$ cat config.mk
export PLATFORM = sky130hd
export DESIGN_NAME = prq_ctrl
export DESIGN_NICKNAME = d
export VERILOG_FILES = /design/src/core/prq_pkg.sv /design/src/core/prq_sync.sv /design/src/core/prq_ctrl.sv
export SDC_FILE = /design/constraint.sdc
export NUM_CORES = 1
export LEC_CHECK = 0
export BUFFER_PORTS_ARGS = -buffer_cell sky130_fd_sc_hd__buf_4
export CORE_ASPECT_RATIO = 2
export CORE_MARGIN = 8
export CORE_UTILIZATION = 50
export DETAILED_ROUTE_END_ITERATION = 6
export PLACE_DENSITY = 0.81
export SKIP_LAST_GASP = 1
export SLEW_MARGIN = 20
export SYNTH_ARGS = -nofsm -noshare
export SYNTH_HDL_FRONTEND = slang
export SYNTH_HIERARCHICAL = 1
export SYNTH_SLANG_ARGS = --single-unit
$ cat constraint.sdc
create_clock -name clk -period 10.9 [get_ports clk]
set_clock_uncertainty 0.05 [all_clocks]
set_input_delay 1.09 -clock clk [delete_from_list [all_inputs] [get_ports clk]]
set_output_delay 1.09 -clock clk [all_outputs]
set_load 0.005 [all_outputs]
$ cat src/core/prq_pkg.sv
// constants and register map for the pending request priority block
package prq_pkg;
   // register indexes; byte address is four times the index
   localparam logic [11:0] IDX_G0_PEND   = 12'hFC0;
   localparam logic [11:0] IDX_G0_EN_HI  = 12'hFC1;
   localparam logic [11:0] IDX_G0_EN_LO  = 12'hFC2;
   localparam logic [11:0] IDX_PC_PEND   = 12'hFC6;
   localparam logic [11:0] IDX_CTRL      = 12'hFC7;
   localparam logic [11:0] IDX_INT_STAT  = 12'hFC8;
   localparam logic [11:0] IDX_INT_MASK  = 12'hFC9;
   localparam logic [11:0] IDX_VEC_STAT  = 12'hFCA;

   localparam int          ADR_W         = 16;
   localparam int          ADR_LSB       = 2;
   localparam int          PC_W          = 4;
   localparam int          G0_W          = 8;
   localparam int          SRC_N         = 12;
   localparam int          PC_BASE       = 8;
   localparam int          EV_W          = 3;

   // field positions
   localparam int          CTRL_GIE      = 0;
   localparam int          EV_PC_REQ     = 0;
   localparam int          EV_G0_REQ     = 1;
   localparam int          EV_POLL_PEND  = 2;

   // reset values and level codes
   localparam logic [7:0]  RST_BYTE      = 8'h00;
   localparam logic [3:0]  RST_PC_PEND   = 4'h0;
   localparam logic [2:0]  RST_EV        = 3'h0;
   localparam logic [1:0]  LVL_OFF       = 2'h0;
   localparam logic [1:0]  LVL_PORT_C    = 2'h1;
endpackage

$ cat src/core/prq_sync.sv
// two-stage synchroniser for the port c request pins
`timescale 1ns/1ps
module prq_sync #(
   parameter int W = 4
) (
   input  wire logic         clk,
   input  wire logic         sys_rst,
   input  wire logic [W-1:0] async_in,
   output logic      [W-1:0] sync_out
);
   typedef struct packed {
      logic [W-1:0] s1;
      logic [W-1:0] s2;
   } prq_sync_st_t;

   prq_sync_st_t st_q;
   prq_sync_st_t st_d;

   always_comb begin
      st_d    = st_q;
      st_d.s1 = async_in;
      st_d.s2 = st_q.s1;
   end

   always_ff @(posedge clk) begin
      if (sys_rst) begin
         st_q <= '0;
      end else begin
         st_q <= st_d;
      end
   end

   assign sync_out = st_q.s2;
endmodule // prq_sync

$ cat src/core/prq_ctrl.sv
// pending request capture, priority selection and wishbone registers
// Functional notes
// - a presented request sets its matching pending bit to one.
// - with global enable on, pending enabled requests go to the core.
// - port c pins 0 to 3 own pending bits 0 to 3; one is pending.
// - enable pair 00 off, 01 level 1, 10 level 2, 11 level 3.
// - each group zero bit takes its level from its own enable bits.
//
// The Wishbone interface to the registers was chosen for this implementation.
`timescale 1ns/1ps
module prq_ctrl (
   input  wire logic        clk,
   input  wire logic        sys_rst,
   input  wire logic        wb_cyc_i,
   input  wire logic        wb_stb_i,
   input  wire logic        wb_we_i,
   input  wire logic [15:0] wb_adr_i,
   input  wire logic [3:0]  wb_sel_i,
   input  wire logic [31:0] wb_dat_i,
   output logic      [31:0] wb_dat_o,
   output logic             wb_ack_o,
   input  wire logic [3:0]  port_c_pin_request,
   input  wire logic [7:0]  request_group_zero,
   input  wire logic        irq_ack,
   output logic             irq_req,
   output logic      [1:0]  irq_level,
   output logic      [3:0]  irq_vec,
   output logic             irq_o
);
   typedef struct packed {
      logic        ack;
      logic [31:0] dat;
      logic [3:0]  pin_prev;
      logic [3:0]  pc_pend;
      logic [7:0]  g0_pend;
      logic [7:0]  en_hi;
      logic [7:0]  en_lo;
      logic        gie;
      logic [2:0]  ev_stat;
      logic [2:0]  ev_mask;
      logic        req;
      logic [1:0]  lvl;
      logic [3:0]  vec;
   } prq_st_t;

   prq_st_t     st_q;
   prq_st_t     st_d;
   logic [3:0]  pin_sync;
   logic [3:0]  pin_rise;
   logic [11:0] idx;
   logic        bus_req;
   logic        wr_now;
   logic        rd_now;
   logic [1:0]  best_lvl;
   logic [3:0]  best_vec;
   logic        found;

   function automatic logic [1:0] prq_level(input logic hi, input logic lo);
      prq_level = {hi, lo};
   endfunction

   function automatic logic [7:0] prq_read(input prq_st_t s,
                                           input logic [11:0] a);
      case (a)
         prq_pkg::IDX_G0_PEND:  prq_read = s.g0_pend;
         prq_pkg::IDX_G0_EN_HI: prq_read = s.en_hi;
         prq_pkg::IDX_G0_EN_LO: prq_read = s.en_lo;
         prq_pkg::IDX_PC_PEND:  prq_read = {4'h0, s.pc_pend};
         prq_pkg::IDX_CTRL:     prq_read = {7'h00, s.gie};
         prq_pkg::IDX_INT_STAT: prq_read = {5'h00, s.ev_stat};
         prq_pkg::IDX_INT_MASK: prq_read = {5'h00, s.ev_mask};
         prq_pkg::IDX_VEC_STAT: prq_read = {s.req, s.lvl, 1'b0, s.vec};
         default:               prq_read = prq_pkg::RST_BYTE;
      endcase
   endfunction

   prq_sync #(
      .W        (prq_pkg::PC_W)
   ) u_pin_sync (
      .clk      (clk),
      .sys_rst  (sys_rst),
      .async_in (port_c_pin_request),
      .sync_out (pin_sync)
   );

   assign pin_rise = pin_sync & ~st_q.pin_prev;
   assign idx      = wb_adr_i[prq_pkg::ADR_LSB +: 12];
   assign bus_req  = wb_cyc_i & wb_stb_i;
   assign wr_now   = bus_req & st_q.ack & wb_we_i & wb_sel_i[0];
   assign rd_now   = bus_req & st_q.ack & ~wb_we_i;

   // highest level first, lowest source index on a tie
   always_comb begin
      best_lvl = prq_pkg::LVL_OFF;
      best_vec = 4'h0;
      found    = 1'b0;
      for (int i = 0; i < prq_pkg::G0_W; i++) begin
         if (st_q.g0_pend[i] &&
             prq_level(st_q.en_hi[i], st_q.en_lo[i]) > best_lvl) begin
            best_lvl = prq_level(st_q.en_hi[i], st_q.en_lo[i]);
            best_vec = 4'(i);
            found    = 1'b1;
         end
      end
      for (int j = 0; j < prq_pkg::PC_W; j++) begin
         if (st_q.pc_pend[j] && prq_pkg::LVL_PORT_C > best_lvl) begin
            best_lvl = prq_pkg::LVL_PORT_C;
            best_vec = 4'(prq_pkg::PC_BASE + j);
            found    = 1'b1;
         end
      end
   end

   always_comb begin
      st_d          = st_q;
      st_d.pin_prev = pin_sync;
      // answer one cycle after the request, drop the cycle after
      st_d.ack      = bus_req & ~st_q.ack;
      st_d.dat      = {24'h000000, prq_read(st_q, idx)};
      // software writes first, so hardware sets below win
      if (wr_now) begin
         case (idx)
            prq_pkg::IDX_G0_PEND:  st_d.g0_pend = st_q.g0_pend &
                                                  wb_dat_i[7:0];
            prq_pkg::IDX_G0_EN_HI: st_d.en_hi   = wb_dat_i[7:0];
            prq_pkg::IDX_G0_EN_LO: st_d.en_lo   = wb_dat_i[7:0];
            prq_pkg::IDX_PC_PEND:  st_d.pc_pend = st_q.pc_pend &
                                                  wb_dat_i[3:0];
            prq_pkg::IDX_CTRL:     st_d.gie     = wb_dat_i[prq_pkg::CTRL_GIE];
            prq_pkg::IDX_INT_MASK: st_d.ev_mask = wb_dat_i[2:0];
            default: ;
         endcase
      end
      // clear only the bits the read returned, so a late set survives
      if (rd_now && idx == prq_pkg::IDX_INT_STAT) begin
         st_d.ev_stat = st_q.ev_stat & ~st_q.dat[2:0];
      end
      // the core taking a vector clears that source
      if (irq_ack && st_q.req) begin
         if (st_q.vec < 4'(prq_pkg::PC_BASE)) begin
            st_d.g0_pend[st_q.vec[2:0]] = 1'b0;
         end else begin
            st_d.pc_pend[st_q.vec[1:0]] = 1'b0;
         end
      end
      st_d.pc_pend = st_d.pc_pend | pin_rise;
      st_d.g0_pend = st_d.g0_pend | request_group_zero;
      if (|pin_rise) begin
         st_d.ev_stat[prq_pkg::EV_PC_REQ] = 1'b1;
      end
      if (|request_group_zero) begin
         st_d.ev_stat[prq_pkg::EV_G0_REQ] = 1'b1;
      end
      if (!st_q.gie && (|st_q.pc_pend || |st_q.g0_pend)) begin
         st_d.ev_stat[prq_pkg::EV_POLL_PEND] = 1'b1;
      end
      st_d.req = st_q.gie & found;
      st_d.lvl = found ? best_lvl : prq_pkg::LVL_OFF;
      st_d.vec = best_vec;
   end

   always_ff @(posedge clk) begin
      if (sys_rst) begin
         st_q         <= '0;
         st_q.pc_pend <= prq_pkg::RST_PC_PEND;
         st_q.g0_pend <= prq_pkg::RST_BYTE;
         st_q.en_hi   <= prq_pkg::RST_BYTE;
         st_q.en_lo   <= prq_pkg::RST_BYTE;
         st_q.ev_stat <= prq_pkg::RST_EV;
         st_q.ev_mask <= prq_pkg::RST_EV;
      end else begin
         st_q <= st_d;
      end
   end

   assign wb_ack_o  = st_q.ack;
   assign wb_dat_o  = st_q.dat;
   assign irq_req   = st_q.req;
   assign irq_level = st_q.lvl;
   assign irq_vec   = st_q.vec;
   assign irq_o     = |(st_q.ev_stat & st_q.ev_mask);

   chk_pin_sets_pend: assert property (
      @(posedge clk) disable iff (sys_rst)
      |pin_rise |=> ((st_q.pc_pend & $past(pin_rise)) == $past(pin_rise)))
      else $error("port c edge did not set its pending bit");

   chk_g0_sets_pend: assert property (
      @(posedge clk) disable iff (sys_rst)
      |request_group_zero |=>
         ((st_q.g0_pend & $past(request_group_zero)) ==
          $past(request_group_zero)))
      else $error("group zero request was lost");

   chk_vec_needs_gie: assert property (
      @(posedge clk) disable iff (sys_rst)
      irq_req |-> $past(st_q.gie))
      else $error("vectored request without global enable");

   chk_vec_follows_pend: assert property (
      @(posedge clk) disable iff (sys_rst)
      st_q.gie && (|st_q.pc_pend) |=> irq_req)
      else $error("pending port c request not forwarded");

   chk_level_decode: assert property (
      @(posedge clk) disable iff (sys_rst)
      irq_req && irq_vec < 4'h8 |->
         irq_level == {1'($past(st_q.en_hi) >> irq_vec[2:0]),
                       1'($past(st_q.en_lo) >> irq_vec[2:0])})
      else $error("level does not match enable pair");

   chk_level_nonzero: assert property (
      @(posedge clk) disable iff (sys_rst)
      irq_req |-> irq_level != 2'h0)
      else $error("disabled source was forwarded");

   chk_top_level_wins: assert property (
      @(posedge clk) disable iff (sys_rst)
      st_q.gie && (|(st_q.g0_pend & st_q.en_hi & st_q.en_lo)) |=>
         irq_level == 2'h3)
      else $error("highest level not chosen");

   chk_sw_clear: assert property (
      @(posedge clk) disable iff (sys_rst)
      wr_now && idx == prq_pkg::IDX_PC_PEND && !wb_dat_i[0] &&
      !pin_rise[0] && !(irq_ack && st_q.req) |=> !st_q.pc_pend[0])
      else $error("writing zero did not clear pending bit");

   chk_pend_upper_zero: assert property (
      @(posedge clk) disable iff (sys_rst)
      wb_ack_o && !wb_we_i && idx == prq_pkg::IDX_PC_PEND |->
         wb_dat_o[7:4] == 4'h0)
      else $error("reserved pending bits read non zero");

   chk_wb_ack_pulse: assert property (@(posedge clk) disable iff (sys_rst)
      bus_req && !wb_ack_o |=> wb_ack_o ##1 !wb_ack_o)
      else $error("wishbone ack timing wrong");

   chk_ack_clears_pc: assert property (
      @(posedge clk) disable iff (sys_rst)
      irq_ack && irq_req && irq_vec >= 4'h8 && !pin_rise[irq_vec[1:0]] |=>
         1'(st_q.pc_pend >> $past(irq_vec[1:0])) == 1'b0)
      else $error("accepted port c source still pending");

   chk_ack_clears_g0: assert property (
      @(posedge clk) disable iff (sys_rst)
      irq_ack && irq_req && irq_vec < 4'h8 &&
      !request_group_zero[irq_vec[2:0]] |=>
         1'(st_q.g0_pend >> $past(irq_vec[2:0])) == 1'b0)
      else $error("accepted group zero source still pending");

   chk_req_needs_pend: assert property (
      @(posedge clk) disable iff (sys_rst)
      irq_req |-> $past(|st_q.pc_pend || |st_q.g0_pend))
      else $error("vectored request with nothing pending");

   chk_vec_in_range: assert property (
      @(posedge clk) disable iff (sys_rst)
      irq_req |-> irq_vec < 4'hC)
      else $error("vector names no source");

   chk_pc_level_fixed: assert property (
      @(posedge clk) disable iff (sys_rst)
      irq_req && irq_vec >= 4'h8 |-> irq_level == prq_pkg::LVL_PORT_C)
      else $error("port c source has wrong level");

   chk_gp_write_clear: assert property (
      @(posedge clk) disable iff (sys_rst)
      wr_now && idx == prq_pkg::IDX_G0_PEND && !wb_dat_i[0] &&
      !request_group_zero[0] && !(irq_ack && st_q.req) |=>
         !st_q.g0_pend[0])
      else $error("writing zero did not clear group zero bit");

   chk_en_hi_write: assert property (
      @(posedge clk) disable iff (sys_rst)
      wr_now && idx == prq_pkg::IDX_G0_EN_HI |=>
         st_q.en_hi == $past(wb_dat_i[7:0]))
      else $error("enable high write lost");

   chk_en_lo_write: assert property (
      @(posedge clk) disable iff (sys_rst)
      wr_now && idx == prq_pkg::IDX_G0_EN_LO |=>
         st_q.en_lo == $past(wb_dat_i[7:0]))
      else $error("enable low write lost");

   chk_poll_stat_set: assert property (
      @(posedge clk) disable iff (sys_rst)
      !st_q.gie && (|st_q.pc_pend) |=>
         st_q.ev_stat[prq_pkg::EV_POLL_PEND])
      else $error("polled pending status not set");

   chk_pc_stat_set: assert property (
      @(posedge clk) disable iff (sys_rst)
      |pin_rise |=> st_q.ev_stat[prq_pkg::EV_PC_REQ])
      else $error("port c status bit not set");

   chk_g0_stat_set: assert property (
      @(posedge clk) disable iff (sys_rst)
      |request_group_zero |=> st_q.ev_stat[prq_pkg::EV_G0_REQ])
      else $error("group zero status bit not set");

   chk_stat_read_clr: assert property (
      @(posedge clk) disable iff (sys_rst)
      rd_now && idx == prq_pkg::IDX_INT_STAT && st_q.gie &&
      !(|pin_rise) && !(|request_group_zero) |=>
         (st_q.ev_stat & $past(wb_dat_o[2:0])) == 3'h0)
      else $error("status read did not clear reported bits");

   chk_unmapped_zero: assert property (
      @(posedge clk) disable iff (sys_rst)
      bus_req && wb_ack_o && !wb_we_i &&
      (idx < prq_pkg::IDX_G0_PEND || idx > prq_pkg::IDX_VEC_STAT ||
       (idx > prq_pkg::IDX_G0_EN_LO && idx < prq_pkg::IDX_PC_PEND)) |->
         wb_dat_o == 32'h0000_0000)
      else $error("unmapped read returned data");
endmodule // prq_ctrl

# [Word level (Yosys, flattened, before mapping)]
# Cells that the tools add are included.
[totals] ff_bits=87 input_bits=70 elab_cells=155
[op_classes] order_cmp=17 n_eq_ne=8 n_mux=53 n_bitwise=23 n_reduce_logical=34
[op_table] operator="12-bit equality test (second input constant)" count=8
[op_table] operator="8-bit one-hot mux with 8 select lines" count=1
[op_table] operator="4-bit two-way mux" count=12
[op_table] operator="8-bit two-way mux" count=4
[op_table] operator="29-bit two-way mux" count=1
[op_table] operator="2-bit two-way mux" count=12
[op_table] operator="1-bit two-way mux" count=19
[op_table] operator="1-bit logical AND" count=17
[op_table] operator="8-bit AND" count=2
[op_table] operator="8-bit OR reduction" count=2
[op_table] operator="2-bit greater-than comparator" count=7
[op_table] operator="4-bit AND" count=3
[op_table] operator="12-bit two-way mux" count=1
[op_table] operator="1-bit by 2-bit greater-than comparator with 1-bit output (first input constant)" count=4
[op_table] operator="4-bit NOT" count=2
[op_table] operator="8-bit NOT" count=1
[op_table] operator="8-bit OR" count=1
[op_table] operator="2-bit AND reduction" count=4
[op_table] operator="4-bit OR reduction" count=2
[op_table] operator="1-bit AND" count=7
[op_table] operator="3-bit AND" count=2
[op_table] operator="2-bit nonzero test" count=3
[op_table] operator="3-bit OR reduction" count=2
[op_table] operator="5-bit OR reduction" count=1
[op_table] operator="other kinds (15)" count=17

# [Depth between registers and ports, before layout]
[depth] ltp_word=38 mapped_depth=51 depth_no_buf=50

# [Modules after synthesis]
# The synthesis kept the hierarchy.
[by_module_without_submodules] module="prq_ctrl" instances=1 cells_per_inst=405 area_per_inst_um2=3482.1 seq_area_each_um2=1101.1
[by_module_without_submodules] module="prq_sync" instances=1 cells_per_inst=16 area_per_inst_um2=210.2 seq_area_each_um2=160.2

# [Worst setup path before layout]
# No wires, ideal clock.
[synth_path] path_type="register to register" from="register st_q[30] (netlist bit)" to="register st_q, in the netlist irq_vec[0]" arrival_time_ns=8.468 slack_ns=2.290 stages_incl_launch_ff=50 n_path_buf=1 period_less_slack_ns=8.610 cell_sequence="dfxtp_1 -> and2_1 -> buf_4 -> inv_2 -> ha_1 -> nor2b_4 -> o21ai_2 -> nor2_1 -> a21oi_1 -> inv_1 -> ha_1 -> or2_2 -> nand2_1 -> o221ai_2 -> a21oi_1 -> o22ai_1 -> ha_1 -> nor2_1 -> [... 14 more ...] -> o31ai_1 -> o21ai_1 -> a211o_4 -> nand2_1 -> ha_1 -> nor4_2 -> a22oi_4 -> nor2_2 -> a31oi_4 -> ha_1 -> nand2_1 -> o211ai_1 -> or4b_4 -> o21ai_2 -> nand4b_1 -> o31ai_1 -> a211oi_1 -> o32ai_1"
[synth_via] elab_chain_cells=35
[synth_lines] element="from (decl)" line="prq_ctrl.sv:46" source="prq_st_t st_q;"
[synth_lines] element="from (signal assigned)" line="prq_ctrl.sv:172" source="st_q <= st_d;"
[synth_lines] element="1-bit logical AND *" line="prq_ctrl.sv:98" source="if (st_q.g0_pend[i] &&"
[synth_lines] element="2-bit two-way mux *" line="prq_ctrl.sv:98"
[synth_lines] element="2-bit greater-than comparator" line="prq_ctrl.sv:99" source="prq_level(st_q.en_hi[i], st_q.en_lo[i]) > best_lvl) begin"
[synth_lines] element="1-bit logical AND" line="prq_ctrl.sv:98"
[synth_lines] element="2-bit two-way mux" line="prq_ctrl.sv:98"
[synth_lines] element="2-bit greater-than comparator" line="prq_ctrl.sv:99"
[synth_lines] element="1-bit logical AND" line="prq_ctrl.sv:98"
[synth_lines] element="2-bit two-way mux" line="prq_ctrl.sv:98"
[synth_lines] element="[... 19 more ...]"
[synth_lines] element="1-bit logical AND" line="prq_ctrl.sv:106" source="if (st_q.pc_pend[j] && prq_pkg::LVL_PORT_C > best_lvl) begin"
[synth_lines] element="2-bit two-way mux" line="prq_ctrl.sv:106"
[synth_lines] element="1-bit by 2-bit greater-than comparator with 1-bit output" line="prq_ctrl.sv:106"
[synth_lines] element="1-bit logical AND" line="prq_ctrl.sv:106"
[synth_lines] element="2-bit two-way mux" line="prq_ctrl.sv:106"
[synth_lines] element="1-bit by 2-bit greater-than comparator with 1-bit output" line="prq_ctrl.sv:106"
[synth_lines] element="1-bit logical AND" line="prq_ctrl.sv:106"
[synth_lines] element="4-bit two-way mux *" line="prq_ctrl.sv:106"
# Every way passes the cells marked *; elsewhere a longest branch is shown, timed or not.
# A chain may end at the register's enable or synchronous reset.

# [Worst setup path in the final report]
# Same ends and word-level chain as after synthesis.

==> impl_table.tex <==
\begin{tabular}{lr}
\hline
Metric & Value \\
\hline
\multicolumn{2}{l}{\textbf{Worst setup path}} \\
Worst path top cell family by delay & compound AO/OA/AOI/OAI gates \\
Highest cell delay on the worst timing path & 550 ps \\
Path length in cells of the critical path & 48 \\
Data arrival time of the worst path & 10320 ps \\
Critical-path maximum fanout & 6 \\
Critical Path Start Type & register \\
Length in cells of the worst reg-to-reg path & 48 \\
Number of buffer and inverter stages on the critical path & 2 \\
Most prevalent standard cell on the critical path & sky130\_fd\_sc\_hd\_\_ha\_1 \\
Slowest cell on the critical path & sky130\_fd\_sc\_hd\_\_or4b\_4 \\
Endpoint class of the critical path & register \\
R2r setup slk & 780 ps \\
Worst Path Class, Setup & reg -> reg \\
Origin of the critical flop-to-flop path & st\_q[30] \\
R2R Path End & irq\_vec[0] \\
Critical Path RT & 11100 ps \\
\multicolumn{2}{l}{\textbf{Yosys}} \\
Flip-flop and latch count after synthesis & 63 \\
Synth Instances & 421 \\
Synthesized cell area & 3690 sq um \\
Leading register cell type out of synthesis & sky130\_fd\_sc\_hd\_\_dfxtp\_1 \\
Number of synthesis warnings & 6 \\
Share of synthesized registers carrying an async set or reset & 0\% \\
Number of enable flip-flop cells after synthesis & 0 \\
Synth Area per Inst & 8.77 sq um \\
Unique cell type count in the Yosys netlist & 70 \\
Sequential share of the synthesized area & 34.2\% \\
\multicolumn{2}{l}{\textbf{Routing}} \\
Top metal layer carrying routed signals & met4 \\
DR vias/cell & 5.96 \\
Detailed-route wire length on metal 1 & 3.75 mm \\
Length of routed met3 wiring & 697 microns \\
Remaining DRCs & 0 \\
Wirelength per Cell & 19.2 microns \\
Post-Route WL & 10.7 mm \\
ANT nets after route & 0 \\
Number of iterations in the first detailed-routing pass & 5 \\
Total number of vias & 3325 \\
First DRT Iteration DRCs & 188 \\
Routed wire length on met2 & 5.59 mm \\
\multicolumn{2}{l}{\textbf{Finish}} \\
Most common cell after layout, fill and taps aside & sky130\_fd\_sc\_hd\_\_dfxtp\_1 \\
Fraction of final layout cells sized beyond drive strength 1 & 23.0\% \\
Total number of nets in the final design & 540 \\
Highest-count cells in the layout ignoring fill and taps & sky130\_fd\_sc\_hd\_\_dfxtp\_1, sky130\_fd\_sc\_hd\_\_buf\_4, sky130\_fd\_sc\_hd\_\_nor2\_1, sky130\_fd\_sc\_hd\_\_a21oi\_1, sky130\_fd\_sc\_hd\_\_nand2\_1 \\
Final Instance Count excl. Fillers & 558 \\
Antenna Cells & 0 \\
Synth-to-layout area growth & 16.8\% \\
Number of fillers in the final layout & 633 \\
\multicolumn{2}{l}{\textbf{Timing}} \\
Final Setup Violations & 0 \\
Setup TNS & 0 ps \\
Rel. slew slack & 45.8\% \\
Measured slew at the worst slew-check pin & 806 ps \\
Final clock period utilization by the worst path & 92.9\% \\
Unrepaired setup endpoints after global routing & false \\
Tmin final & 10120 ps \\
Tightest hold margin & 394 ps \\
Count of pins over their slew limit & 0 \\
Maximum frequency from static timing analysis & 0.0988 GHz \\
Final hold violations & 0 \\
\multicolumn{2}{l}{\textbf{Clock tree}} \\
CTS tree & done \\
Clock Path Buffers & 2 \\
Post-CTS Setup Bufs & 0 \\
Post-cts hold buffer count & 0 \\
Skew-Pair Late Insertion Delay & 340 ps \\
Clock buffers created by TritonCTS & 9 \\
Sinks on Clock Net & 63 \\
CTS-repair resized insts & 0 \\
Clock input transition at the sequential cells of the worst setup and hold paths & 50 ps \\
Count of H-tree levels built during CTS & 3 \\
Master cell of the clock root buffer & sky130\_fd\_sc\_hd\_\_clkbuf\_16 \\
\multicolumn{2}{l}{\textbf{Placed design}} \\
Number of placed instances, taps included & 540 \\
Placer congestion estimate & 0.934 \\
Detail Placement HPWL & 8.15 mm \\
Buffers on Ports & 55 \\
\multicolumn{2}{l}{\textbf{Global routing}} \\
Residual overflow from global routing & 0 \\
Maximum number of pins on one net before global-route repair & 58 \\
GRT Overall Usage & 20.9\% \\
Vias in the first global route & 3498 \\
Number of antenna violations at the first check in global routing & 0 \\
Global-route wire length before repair & 17.3 mm \\
\multicolumn{2}{l}{\textbf{Floorplanning}} \\
Standard-cell rows & 44 \\
Chip Height & 138 microns \\
Area of the die & 10600 sq um \\
Initial core utilization & 51.2\% \\
X dimension of the die & 76.8 microns \\
Count of boundary I/O pins & 111 \\
Floorplan core area & 7210 sq um \\
\multicolumn{2}{l}{\textbf{Pwr}} \\
Static leakage power & 1.74 nW \\
Max IR drop VDD & 0.119 mV \\
PD cells & 140 nW/um\^{}2 \\
\multicolumn{2}{l}{\textbf{Hold path}} \\
Worst hold path type & reg -> reg \\
Worst Hold Endpoint & u\_pin\_sync/sync\_out[3] \\
Origin of the worst min-delay path & u\_pin\_sync/st\_d[3] \\
Hold path depth & 1 \\
\multicolumn{2}{l}{\textbf{Run}} \\
Max cap viols & 0 \\
\multicolumn{2}{l}{\textbf{Status}} \\
Result of the run & finished clean \\
\hline
\end{tabular}
cell usage after synthesis (2+ instances only):
master                     number  area [sq um]
sky130_fd_sc_hd__nand3b_1       2          15.0
sky130_fd_sc_hd__and3_1         2          12.5
sky130_fd_sc_hd__mux2i_1       20           200
sky130_fd_sc_hd__nor2b_1       13          81.3
sky130_fd_sc_hd__a31oi_1        3          18.8
sky130_fd_sc_hd__or3_1          3          18.8
sky130_fd_sc_hd__buf_4         39           293
sky130_fd_sc_hd__dfxtp_1       63          1260
sky130_fd_sc_hd__or3b_2         2          17.5
sky130_fd_sc_hd__a222oi_1       3          30.0
sky130_fd_sc_hd__nand4_1        3          18.8
sky130_fd_sc_hd__o21ai_0        7          35.0
sky130_fd_sc_hd__a221oi_1       2          17.5
sky130_fd_sc_hd__nand3_1        6          30.0
sky130_fd_sc_hd__inv_1         20          75.1
sky130_fd_sc_hd__nor4_1         8          50.1
sky130_fd_sc_hd__a211oi_1       3          22.5
sky130_fd_sc_hd__nand2_1       25          93.8
sky130_fd_sc_hd__o211ai_1       2          15.0
sky130_fd_sc_hd__a22oi_1        8          60.1
sky130_fd_sc_hd__ha_1           9           113
sky130_fd_sc_hd__nor4b_1        3          26.3
sky130_fd_sc_hd__o31ai_1        3          22.5
sky130_fd_sc_hd__mux2_2         3          33.8
sky130_fd_sc_hd__o21a_1         3          22.5
sky130_fd_sc_hd__o21ai_2        3          26.3
sky130_fd_sc_hd__and2_1         9          56.3
sky130_fd_sc_hd__nand2b_1       7          43.8
sky130_fd_sc_hd__nand4b_1       2          17.5
sky130_fd_sc_hd__o22ai_1        3          18.8
sky130_fd_sc_hd__o221ai_1      12           105
sky130_fd_sc_hd__nor2_2         2          12.5
sky130_fd_sc_hd__nor2_1        47           176
sky130_fd_sc_hd__nor3_1         8          40.0
sky130_fd_sc_hd__a21oi_1       28           140
sky130_fd_sc_hd__clkbuf_1      11          41.3
where the power goes:
part	internal, mW	switching [mW]
clock	0.207	0.109
sequential	0.237	0.00866
combinational	0.0204	0.0211
total	0.465	0.139
layer usage:
metal	track usage [%]	up-vias
met5	0	-
met2	36.6	170
li1	-	1550
met4	18.3	0
met3	5.03	52
met1	20.0	1553
registers in the layout, indices dropped and copies added, names as in the netlist:
register	cells
irq_level	2
irq_req	1
irq_vec	4
st_q	39
u_pin_sync/st_d	4
u_pin_sync/sync_out	4
wb_ack_o	1
wb_dat_o	8
layout make-up:
cell class | count | area [sq um] | share of cell area, %
well taps | 92 | 115 | 2.67
clock buffers | 10 | 239 | 5.54
inverters | 21 | 78.8 | 1.83
flip-flops and latches | 63 | 1260 | 29.2
clock inverters | 6 | 92.6 | 2.15
multi-input cells | 309 | 2100 | 48.7
repair buffers | 57 | 428 | 9.92
through the flow:
| stage | area (sq um) | power [mW] | util [%] | worst slack [ps] |
|---|---|---|---|---|
| floorplan | 3780 | 0.276 | - | 2290 |
| global placement | 3970 | 0.290 | 55.0 | 931 |
| detailed placement | 3970 | 0.291 | 55.0 | 636 |
| CTS | 4300 | 0.605 | 59.6 | 613 |
| global route | 4310 | 0.621 | 59.8 | 34.5 |
| finish | 4310 | 0.603 | 59.8 | 776 |
cells by family (layout without fill, tap and decap cells):
logic type | count (synthesis) | after routing | share of synthesized area [%]
adder cells (fa/ha/maj) | 10 | 10 | 3.32
other | 1 | 24 | 0.102
AO/OA/AOI/OAI | 100 | 100 | 22.0
AND/OR/NAND/NOR | 150 | 150 | 21.4
multiplexers | 25 | 25 | 7.66
flip-flops | 63 | 63 | 34.2
buffers and inverters | 72 | 94 | 11.3
worst max path at each step:
stage                     startpoint    endpoint  slack [ps]
after global placement      st_q[30]  irq_vec[0]         930
after floorplan             st_q[30]  irq_vec[0]        2290
final                       st_q[30]  irq_vec[0]         780
after detailed placement    st_q[30]  irq_vec[0]         640
after CTS                   st_q[30]  irq_vec[0]         610
after global routing        st_q[30]  irq_vec[0]          30
(Power assumes the default switching activity.)
